### src/logic/ustc_pkg.sv
package ustc_pkg;

  // register byte offsets on the apb bus
  localparam logic [11:0] ADDR_STATUS = 12'h000;
  localparam logic [11:0] ADDR_MODE = 12'h004;
  localparam logic [11:0] ADDR_TXDATA = 12'h008;
  localparam logic [11:0] ADDR_RXDATA = 12'h00C;

  // serial_status_control field positions
  localparam int BIT_TXMODE1 = 15;
  localparam int BIT_TXPOL = 14;
  localparam int BIT_TXMODE0 = 13;
  localparam int BIT_TXBRK = 11;
  localparam int BIT_TXEN = 10;
  localparam int BIT_TXFULL = 9;
  localparam int BIT_TXEMPTY = 8;
  localparam int BIT_RXMODE1 = 7;
  localparam int BIT_RXMODE0 = 6;
  localparam int BIT_ADDRESS_DETECT_ENABLE = 5;
  localparam int BIT_RX_IDLE_FLAG = 4;
  localparam int BIT_PARITY_ERROR_FLAG = 3;
  localparam int BIT_FRAMING_ERROR_FLAG = 2;
  localparam int BIT_OVERRUN_FLAG = 1;
  localparam int BIT_RXDA = 0;

  // mode register field positions
  localparam int BIT_INFRARED_CODEC_ENABLE = 12;
  localparam int BIT_FMT1 = 2;
  localparam int BIT_FMT0 = 1;

  // reset values of the writable fields
  localparam logic [15:0] STATUS_CTRL_RST = 16'h0000;
  localparam logic [15:0] MODE_RST = 16'h0000;

  // transmit interrupt modes
  localparam logic [1:0] TXM_EACH = 2'h0;
  localparam logic [1:0] TXM_DONE = 2'h1;
  localparam logic [1:0] TXM_EMPTY = 2'h2;
  localparam logic [1:0] TXM_RSVD = 2'h3;

  // receive interrupt modes and the fill levels they wait for
  localparam logic [1:0] RXM_3Q = 2'h2;
  localparam logic [1:0] RXM_FULL = 2'h3;
  localparam logic [2:0] RX_LVL_3Q = 3'h3;
  localparam logic [2:0] RX_LVL_FULL = 3'h4;

  // data formats
  localparam logic [1:0] FMT_8N = 2'h0;
  localparam logic [1:0] FMT_8E = 2'h1;
  localparam logic [1:0] FMT_8O = 2'h2;
  localparam logic [1:0] FMT_9N = 2'h3;

  // index of the last data bit of a frame; zero data bits in a break frame
  localparam logic [3:0] LAST_BIT_8 = 4'h7;
  localparam logic [3:0] LAST_BIT_9 = 4'h8;
  localparam logic [3:0] BREAK_ZEROS = 4'hC;

  // buffers and bit timing
  localparam int FIFO_DEPTH = 4;
  localparam int CLK_PERIOD_NS = 10;
  localparam int CLKS_PER_BIT_DEF = 16;
  localparam int IR_PULSE_NUM = 3;
  localparam int IR_PULSE_DEN = 16;

  typedef enum logic [2:0] {TX_IDLE, TX_START, TX_DATA, TX_PAR, TX_STOP} ustc_tx_state_e;
  typedef enum logic [2:0] {RX_IDLE, RX_START, RX_DATA, RX_PAR, RX_STOP} ustc_rx_state_e;

endpackage : ustc_pkg

### src/logic/ustc_core.sv
module ustc_core
  import ustc_pkg::*;
#(
  parameter int CLKS_PER_BIT = CLKS_PER_BIT_DEF
)
(
  // apb slave
  input wire logic pclk,
  input wire logic presetn,
  input wire logic psel,
  input wire logic penable,
  input wire logic pwrite,
  input wire logic [11:0] paddr,
  input wire logic [31:0] pwdata,
  output logic [31:0] prdata,
  output logic pready,
  output logic pslverr,
  // serial line
  input wire logic serial_rx_pin,
  output logic serial_tx_pin_o,
  output logic serial_tx_pin_oe,
  // event pulses
  output logic tx_irq_o,
  output logic rx_irq_o
);

  localparam int CW = $clog2(FIFO_DEPTH) + 1;
  localparam logic [15:0] TICK_LAST = 16'(CLKS_PER_BIT - 1);
  localparam logic [15:0] HALF_LAST = 16'(CLKS_PER_BIT / 2 - 1);
  localparam logic [15:0] IR_CLKS = 16'((CLKS_PER_BIT * IR_PULSE_NUM + IR_PULSE_DEN - 1)
                                        / IR_PULSE_DEN);

  if (CLKS_PER_BIT < 4 || CLKS_PER_BIT > 65535)
  begin : g_bad_rate
    $error("ustc_core: CLKS_PER_BIT must lie in 4..65535");
  end

  logic [1:0] txmode_q, rxmode_q, fmt_q;
  logic txpol_q, brk_q, txen_q, address_detect_enable_q, overrun_flag_q, infrared_codec_enable_q;
  logic [31:0] prdata_q;
  logic [15:0] status_w;
  logic setup, acc, addr_ok, wr_st, wr_mode, wr_tx, rd_rx;
  logic fmt9, par_en, odd;
  logic [8:0] tx_head;
  logic [CW-1:0] tx_count, rx_count, rx_cnt_next;
  logic tx_full, tx_empty, tx_push, tx_pop, tx_start, tx_tick, tx_stop_end, brk_done;
  ustc_tx_state_e tx_st_q;
  logic [15:0] tx_tmr_q, rx_tmr_q;
  logic [3:0] tx_cnt_q, rx_cnt_q, tx_last, rx_last;
  logic [8:0] tx_sh_q, rx_sh_q;
  logic tx_par_q, brk_frame_q, tx_bit, tx_pin_q, tx_irq_d, tx_irq_q;
  ustc_rx_state_e rx_st_q;
  logic [10:0] rx_head;
  logic rx_full, rx_empty, rx_tick, rx_half, rx_done, rx_keep, rx_push, rx_pop;
  logic rx_parity_error_flag_q, ovf_evt, overrun_flag_clr, rx_irq_d, rx_irq_q;

  // apb decode: zero wait states, read data captured in the setup cycle
  assign setup = psel & ~penable;
  assign acc = psel & penable;
  assign addr_ok = paddr == ADDR_STATUS || paddr == ADDR_MODE ||
                   paddr == ADDR_TXDATA || paddr == ADDR_RXDATA;
  assign wr_st = acc & pwrite & (paddr == ADDR_STATUS);
  assign wr_mode = acc & pwrite & (paddr == ADDR_MODE);
  assign wr_tx = acc & pwrite & (paddr == ADDR_TXDATA);
  assign rd_rx = acc & ~pwrite & (paddr == ADDR_RXDATA);
  assign pready = 1'b1;
  assign pslverr = acc & ~addr_ok;
  assign prdata = prdata_q;

  // status word; the reserved bit reads as zero
  always_comb
  begin
    status_w = 16'h0000;
    status_w[BIT_TXMODE1] = txmode_q[1];
    status_w[BIT_TXPOL] = txpol_q;
    status_w[BIT_TXMODE0] = txmode_q[0];
    status_w[BIT_TXBRK] = brk_q;
    status_w[BIT_TXEN] = txen_q;
    status_w[BIT_TXFULL] = tx_full;
    status_w[BIT_TXEMPTY] = (tx_st_q == TX_IDLE) & tx_empty;
    status_w[BIT_RXMODE1] = rxmode_q[1];
    status_w[BIT_RXMODE0] = rxmode_q[0];
    status_w[BIT_ADDRESS_DETECT_ENABLE] = address_detect_enable_q;
    status_w[BIT_RX_IDLE_FLAG] = rx_st_q == RX_IDLE;
    status_w[BIT_PARITY_ERROR_FLAG] = ~rx_empty & rx_head[10];
    status_w[BIT_FRAMING_ERROR_FLAG] = ~rx_empty & rx_head[9];
    status_w[BIT_OVERRUN_FLAG] = overrun_flag_q;
    status_w[BIT_RXDA] = ~rx_empty;
  end

  // read mux, registered so prdata is stable for the whole access phase
  always_ff @(posedge pclk or negedge presetn)
  begin
    if (!presetn)
      prdata_q <= 32'h00000000;
    else if (setup)
    begin
      case (paddr)
        ADDR_STATUS: prdata_q <= {16'h0000, status_w};
        ADDR_MODE: prdata_q <= {19'h00000, infrared_codec_enable_q, 9'h000, fmt_q, 1'b0};
        ADDR_RXDATA: prdata_q <= {23'h000000, rx_head[8:0]};
        default: prdata_q <= 32'h00000000;
      endcase
    end
  end

  // software control fields; hardware set of overrun wins over the clear
  assign overrun_flag_clr = wr_st & overrun_flag_q & ~pwdata[BIT_OVERRUN_FLAG] & ~ovf_evt;
  always_ff @(posedge pclk or negedge presetn)
  begin
    if (!presetn)
    begin
      txmode_q <= {STATUS_CTRL_RST[BIT_TXMODE1], STATUS_CTRL_RST[BIT_TXMODE0]};
      txpol_q <= STATUS_CTRL_RST[BIT_TXPOL];
      brk_q <= STATUS_CTRL_RST[BIT_TXBRK];
      txen_q <= STATUS_CTRL_RST[BIT_TXEN];
      rxmode_q <= {STATUS_CTRL_RST[BIT_RXMODE1], STATUS_CTRL_RST[BIT_RXMODE0]};
      address_detect_enable_q <= STATUS_CTRL_RST[BIT_ADDRESS_DETECT_ENABLE];
      overrun_flag_q <= STATUS_CTRL_RST[BIT_OVERRUN_FLAG];
      infrared_codec_enable_q <= MODE_RST[BIT_INFRARED_CODEC_ENABLE];
      fmt_q <= {MODE_RST[BIT_FMT1], MODE_RST[BIT_FMT0]};
    end
    else
    begin
      if (wr_st)
      begin
        txmode_q <= {pwdata[BIT_TXMODE1], pwdata[BIT_TXMODE0]};
        txpol_q <= pwdata[BIT_TXPOL];
        txen_q <= pwdata[BIT_TXEN];
        rxmode_q <= {pwdata[BIT_RXMODE1], pwdata[BIT_RXMODE0]};
        address_detect_enable_q <= pwdata[BIT_ADDRESS_DETECT_ENABLE];
      end
      // a software write decides; otherwise the end of the break frame clears
      if (wr_st)
        brk_q <= pwdata[BIT_TXBRK];
      else if (brk_done)
        brk_q <= 1'b0;
      if (ovf_evt)
        overrun_flag_q <= 1'b1;
      else if (overrun_flag_clr)
        overrun_flag_q <= 1'b0;
      if (wr_mode)
      begin
        infrared_codec_enable_q <= pwdata[BIT_INFRARED_CODEC_ENABLE];
        fmt_q <= {pwdata[BIT_FMT1], pwdata[BIT_FMT0]};
      end
    end
  end

  assign fmt9 = fmt_q == FMT_9N;
  assign par_en = fmt_q == FMT_8E || fmt_q == FMT_8O;
  assign odd = fmt_q == FMT_8O;

  // transmit queue; held empty while transmit is disabled
  ustc_fifo #(.W(9), .DEPTH(FIFO_DEPTH)) u_txq (
    .clk(pclk),
    .rst_n(presetn),
    .flush(~txen_q),
    .push(tx_push),
    .wdata(pwdata[8:0]),
    .pop(tx_pop),
    .rdata(tx_head),
    .count(tx_count),
    .full(tx_full),
    .empty(tx_empty)
  );

  // writes to a full or disabled transmitter are dropped
  assign tx_push = wr_tx & txen_q & ~tx_full;
  assign tx_start = (tx_st_q == TX_IDLE) & txen_q & (brk_q | ~tx_empty);
  assign tx_pop = tx_start & ~brk_q;
  assign tx_tick = tx_tmr_q == TICK_LAST;
  assign tx_last = brk_frame_q ? BREAK_ZEROS - 4'h1 : (fmt9 ? LAST_BIT_9 : LAST_BIT_8);
  assign tx_stop_end = (tx_st_q == TX_STOP) & tx_tick;
  assign brk_done = tx_stop_end & brk_frame_q;

  // transmit sequencer; a pending break goes ahead of queued data
  always_ff @(posedge pclk or negedge presetn)
  begin
    if (!presetn)
    begin
      tx_st_q <= TX_IDLE;
      tx_tmr_q <= 16'h0000;
      tx_cnt_q <= 4'h0;
      tx_sh_q <= 9'h000;
      tx_par_q <= 1'b0;
      brk_frame_q <= 1'b0;
    end
    else if (!txen_q)
    begin
      tx_st_q <= TX_IDLE;
      tx_tmr_q <= 16'h0000;
      brk_frame_q <= 1'b0;
    end
    else
    begin
      tx_tmr_q <= (tx_st_q == TX_IDLE || tx_tick) ? 16'h0000 : tx_tmr_q + 16'h0001;
      case (tx_st_q)
        TX_IDLE:
          if (tx_start)
          begin
            tx_st_q <= TX_START;
            brk_frame_q <= brk_q;
            tx_sh_q <= brk_q ? 9'h000 : tx_head;
            tx_par_q <= (^tx_head[7:0]) ^ odd;
            tx_cnt_q <= 4'h0;
          end
        TX_START:
          if (tx_tick)
            tx_st_q <= TX_DATA;
        TX_DATA:
          if (tx_tick)
          begin
            tx_sh_q <= {1'b0, tx_sh_q[8:1]};
            if (tx_cnt_q == tx_last)
              tx_st_q <= (par_en && !brk_frame_q) ? TX_PAR : TX_STOP;
            else
              tx_cnt_q <= tx_cnt_q + 4'h1;
          end
        TX_PAR:
          if (tx_tick)
            tx_st_q <= TX_STOP;
        TX_STOP:
          if (tx_tick)
          begin
            tx_st_q <= TX_IDLE;
            brk_frame_q <= 1'b0;
          end
        default: tx_st_q <= TX_IDLE;
      endcase
    end
  end

  // line level before polarity and encoding
  always_comb
  begin
    case (tx_st_q)
      TX_START: tx_bit = 1'b0;
      TX_DATA: tx_bit = tx_sh_q[0];
      TX_PAR: tx_bit = tx_par_q;
      default: tx_bit = 1'b1;
    endcase
  end

  // pin stage: plain mode inverts only when txpol_q is set, infrared sends a short pulse per zero bit
  always_ff @(posedge pclk or negedge presetn)
  begin
    if (!presetn)
      tx_pin_q <= 1'b1;
    else if (infrared_codec_enable_q)
      tx_pin_q <= (~tx_bit & (tx_tmr_q < IR_CLKS)) ? ~txpol_q : txpol_q;
    else
      tx_pin_q <= tx_bit ^ txpol_q;
  end
  assign serial_tx_pin_o = tx_pin_q;
  assign serial_tx_pin_oe = txen_q;

  // transmit event select; the reserved mode raises nothing
  always_comb
  begin
    case (txmode_q)
      TXM_EACH: tx_irq_d = tx_pop;
      TXM_EMPTY: tx_irq_d = tx_pop & (tx_count == CW'(1)) & ~tx_push;
      TXM_DONE: tx_irq_d = tx_stop_end & ~brk_frame_q & tx_empty & ~tx_push;
      default: tx_irq_d = 1'b0;
    endcase
  end

  // receive queue entry: parity error, framing error, nine data bits
  ustc_fifo #(.W(11), .DEPTH(FIFO_DEPTH)) u_rxq (
    .clk(pclk),
    .rst_n(presetn),
    .flush(overrun_flag_clr),
    .push(rx_push),
    .wdata({rx_parity_error_flag_q, ~serial_rx_pin, rx_sh_q}),
    .pop(rx_pop),
    .rdata(rx_head),
    .count(rx_count),
    .full(rx_full),
    .empty(rx_empty)
  );

  assign rx_tick = rx_tmr_q == TICK_LAST;
  assign rx_half = rx_tmr_q == HALF_LAST;
  assign rx_last = fmt9 ? LAST_BIT_9 : LAST_BIT_8;
  assign rx_done = (rx_st_q == RX_STOP) & rx_tick;
  assign rx_keep = ~(fmt9 & address_detect_enable_q & ~rx_sh_q[8]);
  // while overrun stands, finished characters are dropped
  assign rx_push = rx_done & rx_keep & ~rx_full & ~overrun_flag_q;
  assign ovf_evt = rx_done & rx_keep & rx_full & ~overrun_flag_q;
  assign rx_pop = rd_rx & ~rx_empty;
  assign rx_cnt_next = rx_count + CW'(rx_push) - CW'(rx_pop);

  // receive sequencer; start bit is checked at mid-bit to reject glitches
  always_ff @(posedge pclk or negedge presetn)
  begin
    if (!presetn)
    begin
      rx_st_q <= RX_IDLE;
      rx_tmr_q <= 16'h0000;
      rx_cnt_q <= 4'h0;
      rx_sh_q <= 9'h000;
      rx_parity_error_flag_q <= 1'b0;
    end
    else if (overrun_flag_clr)
    begin
      rx_st_q <= RX_IDLE;
      rx_tmr_q <= 16'h0000;
    end
    else
    begin
      rx_tmr_q <= (rx_st_q == RX_IDLE || rx_tick || (rx_st_q == RX_START && rx_half)) ?
                  16'h0000 : rx_tmr_q + 16'h0001;
      case (rx_st_q)
        RX_IDLE:
          if (!serial_rx_pin)
          begin
            rx_st_q <= RX_START;
            rx_sh_q <= 9'h000;
            rx_cnt_q <= 4'h0;
            rx_parity_error_flag_q <= 1'b0;
          end
        RX_START:
          if (rx_half)
            rx_st_q <= serial_rx_pin ? RX_IDLE : RX_DATA;
        RX_DATA:
          if (rx_tick)
          begin
            rx_sh_q[rx_cnt_q] <= serial_rx_pin;
            if (rx_cnt_q == rx_last)
              rx_st_q <= par_en ? RX_PAR : RX_STOP;
            else
              rx_cnt_q <= rx_cnt_q + 4'h1;
          end
        RX_PAR:
          if (rx_tick)
          begin
            rx_parity_error_flag_q <= serial_rx_pin ^ (^rx_sh_q[7:0]) ^ odd;
            rx_st_q <= RX_STOP;
          end
        RX_STOP:
          if (rx_tick)
            rx_st_q <= RX_IDLE;
        default: rx_st_q <= RX_IDLE;
      endcase
    end
  end

  assign rx_irq_d = rx_push & (~rxmode_q[1] |
                    (rxmode_q == RXM_3Q && rx_cnt_next == RX_LVL_3Q) |
                    (rxmode_q == RXM_FULL && rx_cnt_next == RX_LVL_FULL));

  // event pulses leave from flip-flops
  always_ff @(posedge pclk or negedge presetn)
  begin
    if (!presetn)
    begin
      tx_irq_q <= 1'b0;
      rx_irq_q <= 1'b0;
    end
    else
    begin
      tx_irq_q <= tx_irq_d;
      rx_irq_q <= rx_irq_d;
    end
  end
  assign tx_irq_o = tx_irq_q;
  assign rx_irq_o = rx_irq_q;
endmodule : ustc_core

### src/logic/ustc_fifo.sv
module ustc_fifo
#(
  parameter int W = 9,
  parameter int DEPTH = 4
)
(
  // clock and reset
  input wire logic clk,
  input wire logic rst_n,
  // control
  input wire logic flush,
  // write side
  input wire logic push,
  input wire logic [W-1:0] wdata,
  // read side
  input wire logic pop,
  output logic [W-1:0] rdata,
  output logic [$clog2(DEPTH):0] count,
  output logic full,
  output logic empty
);

  localparam int AW = $clog2(DEPTH);

  if (DEPTH < 2 || (1 << AW) != DEPTH)
  begin : g_bad_depth
    $error("ustc_fifo: DEPTH must be a power of two, at least 2");
  end

  logic [W-1:0] mem_q [DEPTH];
  logic [AW-1:0] wr_ptr_q;
  logic [AW-1:0] rd_ptr_q;
  logic [AW-1:0] rd_ptr_d;
  logic [AW:0] count_q;
  logic [W-1:0] head_q;
  logic push_ok;
  logic pop_ok;

  // a push into a full queue and a pop from an empty one are dropped
  assign full = count_q == (AW + 1)'(DEPTH);
  assign empty = count_q == '0;
  assign push_ok = push & ~full;
  assign pop_ok = pop & ~empty;
  assign rd_ptr_d = pop_ok ? rd_ptr_q + 1'b1 : rd_ptr_q;
  assign count = count_q;
  assign rdata = head_q;

  // storage, no reset needed
  always_ff @(posedge clk)
  begin
    if (push_ok)
      mem_q[wr_ptr_q] <= wdata;
  end

  // pointers and fill level
  always_ff @(posedge clk or negedge rst_n)
  begin
    if (!rst_n)
    begin
      wr_ptr_q <= '0;
      rd_ptr_q <= '0;
      count_q <= '0;
    end
    else if (flush)
    begin
      wr_ptr_q <= '0;
      rd_ptr_q <= '0;
      count_q <= '0;
    end
    else
    begin
      wr_ptr_q <= push_ok ? wr_ptr_q + 1'b1 : wr_ptr_q;
      rd_ptr_q <= rd_ptr_d;
      count_q <= count_q + (AW + 1)'(push_ok) - (AW + 1)'(pop_ok);
    end
  end

  // registered head; bypass when the new entry becomes the head at once
  always_ff @(posedge clk or negedge rst_n)
  begin
    if (!rst_n)
      head_q <= '0;
    else if (flush)
      head_q <= '0;
    else
      head_q <= (push_ok && wr_ptr_q == rd_ptr_d) ? wdata : mem_q[rd_ptr_d];
  end

endmodule : ustc_fifo

### config.mk
export PLATFORM = sky130hd
export DESIGN_NAME = ustc_core
export DESIGN_NICKNAME = d
export VERILOG_FILES = /design/src/logic/ustc_pkg.sv /design/src/logic/ustc_core.sv /design/src/logic/ustc_fifo.sv
export SDC_FILE = /design/constraint.sdc
export NUM_CORES = 1
export LEC_CHECK = 0
export BUFFER_PORTS_ARGS = -buffer_cell sky130_fd_sc_hd__buf_4
export CORE_MARGIN = 4
export CORE_UTILIZATION = 55
export CTS_CLUSTER_SIZE = 20
export DETAILED_ROUTE_END_ITERATION = 10
export GPL_TIMING_DRIVEN = 1
export PLACE_DENSITY_LB_ADDON = 0.3
export SKIP_CTS_REPAIR_TIMING = 1
export SLEW_MARGIN = 20
export SYNTH_ARGS = -nofsm -noshare
export SYNTH_HDL_FRONTEND = slang
export SYNTH_SLANG_ARGS = --single-unit
### constraint.sdc
create_clock -name pclk -period 4.03 [get_ports pclk]
set_input_delay 0.403 -clock pclk [delete_from_list [all_inputs] [get_ports pclk]]
set_output_delay 0.403 -clock pclk [all_outputs]
set_load 0.02 [all_outputs]
== Word level (Yosys, flattened, before mapping) ==
Memories as Yosys holds them, arrays and structs flattened.
Cells that the tools add are included.

* Output and inout port bits: 38
* Logic and storage cells: 286
* Memory bits (writable): 80
* Input bits: 50
* Memories kept: 2
* Register bits after elaboration: 148

* Muxes and demuxes: 77
* Bitwise logic cells: 69
* $lt $le $gt $ge: 3
* Add/subtract/negate cells: 14
* Equal/unequal tests: 51
* Reduce and logical (&&, ||, !) cells: 38

{| class="wikitable"
|+ Memory list
! name !! words !! width !! read ports !! clocked after memory_dff !! wr ports !! line !! source
|-
| u_rxq.mem_q || 4 || 11 || 1 || 0 || 1 || ustc_fifo.sv:30 || <nowiki>logic [W-1:0] mem_q [DEPTH];</nowiki>
|-
| u_txq.mem_q || 4 || 9 || 1 || 0 || 1 || ustc_fifo.sv:30 ||
|}

{| class="wikitable"
|+ Operators with widths
! kind !! number
|-
| $mux 16 || 4
|-
| $mux 9 || 7
|-
| $mux 3 || 18
|-
| $pmux 16 s3 || 1
|-
| $and 1x1->1 || 42
|-
| $pmux 9 s2 || 2
|-
| $ne 3x3->1 const B || 11
|-
| $add 16x1->16 const B || 2
|-
| $eq 16x4->1 const B || 2
|-
| $mux 4 || 8
|-
| $pmux 3 s5 || 2
|-
| $eq 12x4->1 const B || 2
|-
| $mux 11 || 2
|-
| $not 1->1 || 20
|-
| $mux 2 || 9
|-
| $eq 16x3->1 const B || 1
|-
| $lt 16x2->1 const B || 1
|-
| $mux 1 || 16
|-
| $pmux 4 s2 || 2
|-
| $reduce_xor 8->1 || 2
|-
| $eq 3x2->1 const B || 5
|-
| $eq 3x3->1 const B || 5
|-
| $ne 2x2->1 const B || 7
|-
| $eq 12x3->1 const B || 1
|-
| other kinds (31) || 80
|}

== Longest topological paths before layout ==
* Depth in word-level cells: 14
* Gate-level depth with buffers: 16
* Mapped depth without buffers: 13

== Hierarchy ==
From an unflattened synthesis, not the netlist that was laid out.

* Cell total of the unflattened synthesis: 1111
* Area, all modules: 11604.9 µm²

{| class="wikitable"
|+ Modules (own cells, without submodules)
! module !! cells each !! area each (µm²) !! instances !! seq. area each (µm²)
|-
| ustc_core || 605 || 5631.7 || 1 || 2453.6
|-
| ustc_fifo at u_rxq || 273 || 3243.1 || 1 || 1771.7
|-
| ustc_fifo at u_txq || 233 || 2730.1 || 1 || 1481.4
|}

== Worst setup path after synthesis ==
Ideal clock, no wire load.

* Path type: reg2reg
* Start: register txen_q (netlist: serial_tx_pin_oe)
* End: register u_txq.count_q[2] (netlist: u_txq.count[2])
* Path buffers: 3
* Data arrival time: 3.026 ns
* Setup slack: 0.885 ns
* Stages on the path, launching flop included: 14
* Required time: 3.911 ns
* Clock period less this slack: 3.145 ns
* Setup time: 0.119 ns
* Cell sequence: dfrtp_1 buf_2 or4b_4 or3_4 clkinv_2 buf_4 buf_2 ha_1 inv_1 ha_1 fa_1 xnor2_1 xnor2_1 and2_1

* Word-level cells in the longest chain between the ends: 6
* Elaborated cells on any way between the ends: 10
* Classes of those cells: add/sub: 2; mux: 1; bitwise: 7

{| class="wikitable"
|+ RTL lines
! what !! line !! source
|-
| from (decl) || ustc_core.sv:39 || <nowiki>logic txpol_q, brk_q, txen_q, address_detect_enable_q, overrun_flag_q, infrared_codec_enable_q;</nowiki>
|-
| from (signal assigned) || ustc_core.sv:116 || <nowiki>txen_q <= STATUS_CTRL_RST[BIT_TXEN];</nowiki>
|-
| from (signal assigned) || ustc_core.sv:129 || <nowiki>txen_q <= pwdata[BIT_TXEN];</nowiki>
|-
| $and 1x1->1 (on tied branches) (2 in series) || ustc_core.sv:169, ustc_core.sv:170 ||
|-
| $and 1x1->1 (on tied branches) || ustc_fifo.sv:42, ustc_core.sv:171 ||
|-
| $add 3x1->3 / $and 1x1->1 (equally long branches) || ustc_fifo.sv:74, ustc_fifo.sv:43 ||
|-
| $sub 3x1->3 || ustc_fifo.sv:74 || <nowiki>count_q <= count_q + (AW + 1)'(push_ok) - (AW + 1)'(pop_ok);</nowiki>
|-
| $mux 3 (*) || ustc_fifo.sv:64 || <nowiki>else if (flush)</nowiki>
|-
| to (signal assigned) || ustc_fifo.sv:74 ||
|-
| to (decl) || ustc_fifo.sv:34 || <nowiki>logic [AW:0] count_q;</nowiki>
|}

Mark *: on every way between the ends. The rest lies on a longest branch, timed or not.
A chain may end at the register's enable or synchronous reset.

== Worst setup path in the final report ==
* Start: register tx_st_q[2]
* End: register u_txq.head_q[0] (netlist: u_txq.rdata[0])

* Word-level cells in the longest chain between the ends: 10
* Elaborated cells on any way between the ends: 11
* Classes of those cells: eq/ne: 1; mux: 3; bitwise: 4; reduce/logical: 2; memory: 1

{| class="wikitable"
|+ RTL lines
! what !! line !! source
|-
| from (decl) || ustc_core.sv:47 || <nowiki>ustc_tx_state_e tx_st_q;</nowiki>
|-
| from (signal assigned) || ustc_core.sv:216 || <nowiki>tx_st_q <= (par_en && !brk_frame_q) ? TX_PAR : TX_STOP;</nowiki>
|-
| $logic_not 3->1 (*) || ustc_core.sv:170 || <nowiki>assign tx_start = (tx_st_q == TX_IDLE) & txen_q & (brk_q | ~tx_empty);</nowiki>
|-
| $and 1x1->1 (*) (2 in series) || ustc_core.sv:170 ||
|-
| $and 1x1->1 (*) || ustc_core.sv:171 || <nowiki>assign tx_pop = tx_start & ~brk_q;</nowiki>
|-
| $and 1x1->1 (*) || ustc_fifo.sv:43 || <nowiki>assign pop_ok = pop & ~empty;</nowiki>
|-
| $mux 2 (*) || ustc_fifo.sv:44 || <nowiki>assign rd_ptr_d = pop_ok ? rd_ptr_q + 1'b1 : rd_ptr_q;</nowiki>
|-
| parallel branches: the longest is 2 deep, another holds $mem_v2 4x9 || -- ||
|-
| $mux 9 (*) || ustc_fifo.sv:86 || <nowiki>head_q <= (push_ok && wr_ptr_q == rd_ptr_d) ? wdata : mem_q[rd_ptr_d];</nowiki>
|-
| $mux 9 (*) || ustc_fifo.sv:83 || <nowiki>else if (flush)</nowiki>
|-
| to (signal assigned) || ustc_fifo.sv:86 ||
|-
| to (decl) || ustc_fifo.sv:35 || <nowiki>logic [W-1:0] head_q;</nowiki>
|}

Mark *: on every way between the ends.

==> flow_summary.yaml <==
run_status:
  status: "finished, final reports clean"
grt:
  grt_max_degree: 70
  grt_pass1_vias: 7672
  antenna_found_initial: 0
  grt-ovfl-total: 0
  grt_pass1_wl_um: 40100
  grt.total_usage: 0.223
synth:
  ys_top_cells_by_area: "dfrtp_1, edfxtp_1, nand2_1"
  synth.avg_cell_area_um2: 10.3
  synth-seq-cells: 212
  yosys.area.top_type: "dfrtp_1"
  yosys_warnings: 0
  synth.distinct_cells: 68
  syn_area_um2: 11000
  seq_area_frac_synth: 0.518
  synth-edff-count: 80
  synthFlopType: "dfrtp_1"
  synthCells: 1065
  async_reset_ff_frac: 0.623
  synth_top_area_frac: 0.298
routing:
  drtIter0Drc: 832
  drt-pass1-iter-count: 6
  drt-vias-per-instance: 5.90
  dr_wl_met3_um: 1420
  drt-total-wl_um: 24800
  top_layer: "met4"
  ant_nets: 0
  wire_per_inst_um: 18.1
  drc_errors: 0
  drt-met1-wl_um: 10700
  wl_met2_um: 12200
  vias: 8106
power:
  total_power_uw: 5310
  p_int_uw: 3940
  peakVddDrop_mv: 0.410
  p_per_area_nw_per_um2: 430
  power_leakage_uw: 0.00512
  sw_frac_of_total: 0.257
  combPwrFrac: 0.106
  seqPwrFrac: 0.470
  switching_power_uw: 1360
  p_clk_frac: 0.424
clock_tree:
  htreeDepth: 1
  clkLatencyLatePin_ns: 0.52
  clockBufferDepth: 3
  cts_root_buf: "clkbuf_16"
  clkTransAtPathRegs_ns: 0.06
  cts.sinks: 212
  cts_buffers: 24
  cts_tree: "yes"
placed_design:
  finalWeightedCongestion: 0.838
  dpl.cell_count: 1330
  hpwl_um: 16300
  io_buffers: 53
floorplan:
  die_x_um: 149
  initial_core_util: 0.562
  dieArea_um2: 22300
  chipHeight_um: 149
  ios: 88
  coreArea_um2: 19600
  num_rows: 51
worst_setup_path:
  r2r_start: "tx_st_q[2]"
  worst-path-max-fanout: 36
  cp-start-kind: "flip-flop"
  r2r_slack_ns: 0.85
  arrival_ns: 3.60
  crit_required_ns: 4.44
  cp-end-kind: "flip-flop"
  r2r-end: "u_txq.rdata[0]"
  path_class: "flip-flop to flip-flop"
  ff2ff_path_depth: 8
timing:
  fin_worst_skew_ns: 0.0166
  fmax_mhz: 314
  fin_crit_ns: 3.18
  tns_ns: 0
  rsz0062_at_grt: "false"
  slew_headroom: 0.345
  hold_violations: 0
  finalSetupViolCount: 0
  worst_pin_slew_ns: 0.982
  drv_slew: 0
  fin_crit_sh: 0.790
finish:
  mostFrequentLayoutCells: "dfrtp_1, nand2_1, nor2_1"
  fillers: 1586
  drive_gt1_frac: 0.123
  final_common_cell: "dfrtp_1"
  syn2layout_area_growth_pct: 12.2
  nNetsFinal: 1171
  multi_input_area_um2: 4810
  fin_util: 0.630
  antenna_cells: 0
  stdcell_count: 1375
  seqCellArea_um2: 5710
min_path:
  worstHoldPathCells: 1
  min_from: "pwdata[8]"
  whs_endpoint: "u_txq.mem_q[0][8]"
  hold_class: "input port to flip-flop"
run:
  max-cap-violations: 0
==> how the worst max path moves through the flow <==
stage                          start             end  slack (ns)  cells past startpoint
global route              tx_st_q[2]  u_txq.rdata[8]        0.71                      8
CTS                       tx_st_q[2]  u_txq.rdata[0]        0.91                      8
finish                    tx_st_q[2]  u_txq.rdata[0]        0.85                      8
detailed placement          paddr[9]  u_rxq.count[2]        0.87                     13
global placement            paddr[1]  u_rxq.count[2]        0.91                     13
floorplan           serial_tx_pin_oe  u_txq.count[2]        0.89                     13
==> Yosys cell counts, types with 4 or more instances <==
master / n
dfrtp_1: 131
mux2_2: 15
nand2b_1: 4
a211oi_1: 38
or3_1: 5
and2_1: 8
nand2_1: 112
nor2b_1: 7
nor3b_1: 17
clkbuf_1: 51
nand4b_1: 10
o221ai_1: 16
o31ai_1: 6
nand3_1: 41
buf_2: 8
and3_1: 20
mux2i_1: 32
and4_1: 5
ha_1: 26
edfxtp_1: 80
a22oi_1: 8
a21boi_1: 9
a21oi_1: 22
nor3_1: 63
buf_1: 5
a22o_1: 16
o21ai_0: 19
xnor2_1: 39
a31oi_1: 5
mux2_1: 5
buf_4: 18
o21ai_1: 17
nor2_1: 84
nor4_1: 13
inv_1: 36
xor2_1: 20
nand4_1: 4
==> critical path, stage by stage, from the launching register on <==
cell and delay (ns):
dfrtp_1 0.50, or4b_4 0.60, or3_4 0.51, clkinv_2 0.18, buf_4 0.40, mux2i_1 0.15, a211oi_1 0.30, nand4b_1 0.15
a21boi_1 0.26
==> logic make-up after synthesis <==
family                     share of synthesized area
DFF                                            0.518
buffers and inverters                         0.0505
AOI/OAI and AO/OA                              0.114
xor gates and xnor gates                      0.0469
and+or+nand+nor                                0.185
other                                       0.000682
muxes                                         0.0496
adders and majority gates                     0.0350
==> per-stage QoR <==
stage	worst slack, ns	hold WS [ns]	instance area (µm²)
after floorplan	0.885	0.107	11100
after global placement	0.906	0.442	11500
after detailed placement	0.869	0.447	11500
after CTS	0.912	-0.0976	12300
after global routing	0.714	0.0861	12400
final	0.848	0.0951	12400
==> state kept, by name (all words and copies together), names as in the netlist, 2 cells and up <==
register        cells
prdata             16
u_rxq.mem_q        44
tx_sh_q             9
u_rxq.rdata        11
rxmode_q            2
u_rxq.count         3
rx_tmr_q           16
fmt_q               2
rx_sh_q             9
u_rxq.wr_ptr_q      2
txmode_q            2
rx_cnt_q            4
u_rxq.rd_ptr_q      2
rx_st_q             3
tx_st_q             3
tx_cnt_q            4
u_txq.rdata         9
u_txq.mem_q        36
u_txq.rd_ptr_q      2
u_txq.count         3
u_txq.wr_ptr_q      2
tx_tmr_q           16
==> cell type report <==
type,instances,area share
Inverter,39,0.0120
Clock buffer,31,0.0541
Sequential cell,212,0.462
Clock inverter,13,0.0122
Tap cell,265,0.0268
Multi-Input combinational cell,745,0.390
Timing Repair Buffer,70,0.0431
==> metal layers <==
layer / vias to the layer above / global-route usage
li1: 3866 / -
met1: 3957 / 0.305
met2: 245 / 0.374
met3: 38 / 0.0333
met4: 0 / 0.0613
met5: - / 0
==> power groups by stage <==
stage	sequential [µW]	combinational (µW)	clock, µW
5_1_grt	2510	639	2390
3_5_place_dp	2530	559	0
4_1_cts	2490	565	2280
3_3_place_gp	2520	542	0
6_report	2490	565	2250
2_1_floorplan	2470	454	0
(Power assumes the default switching activity.)
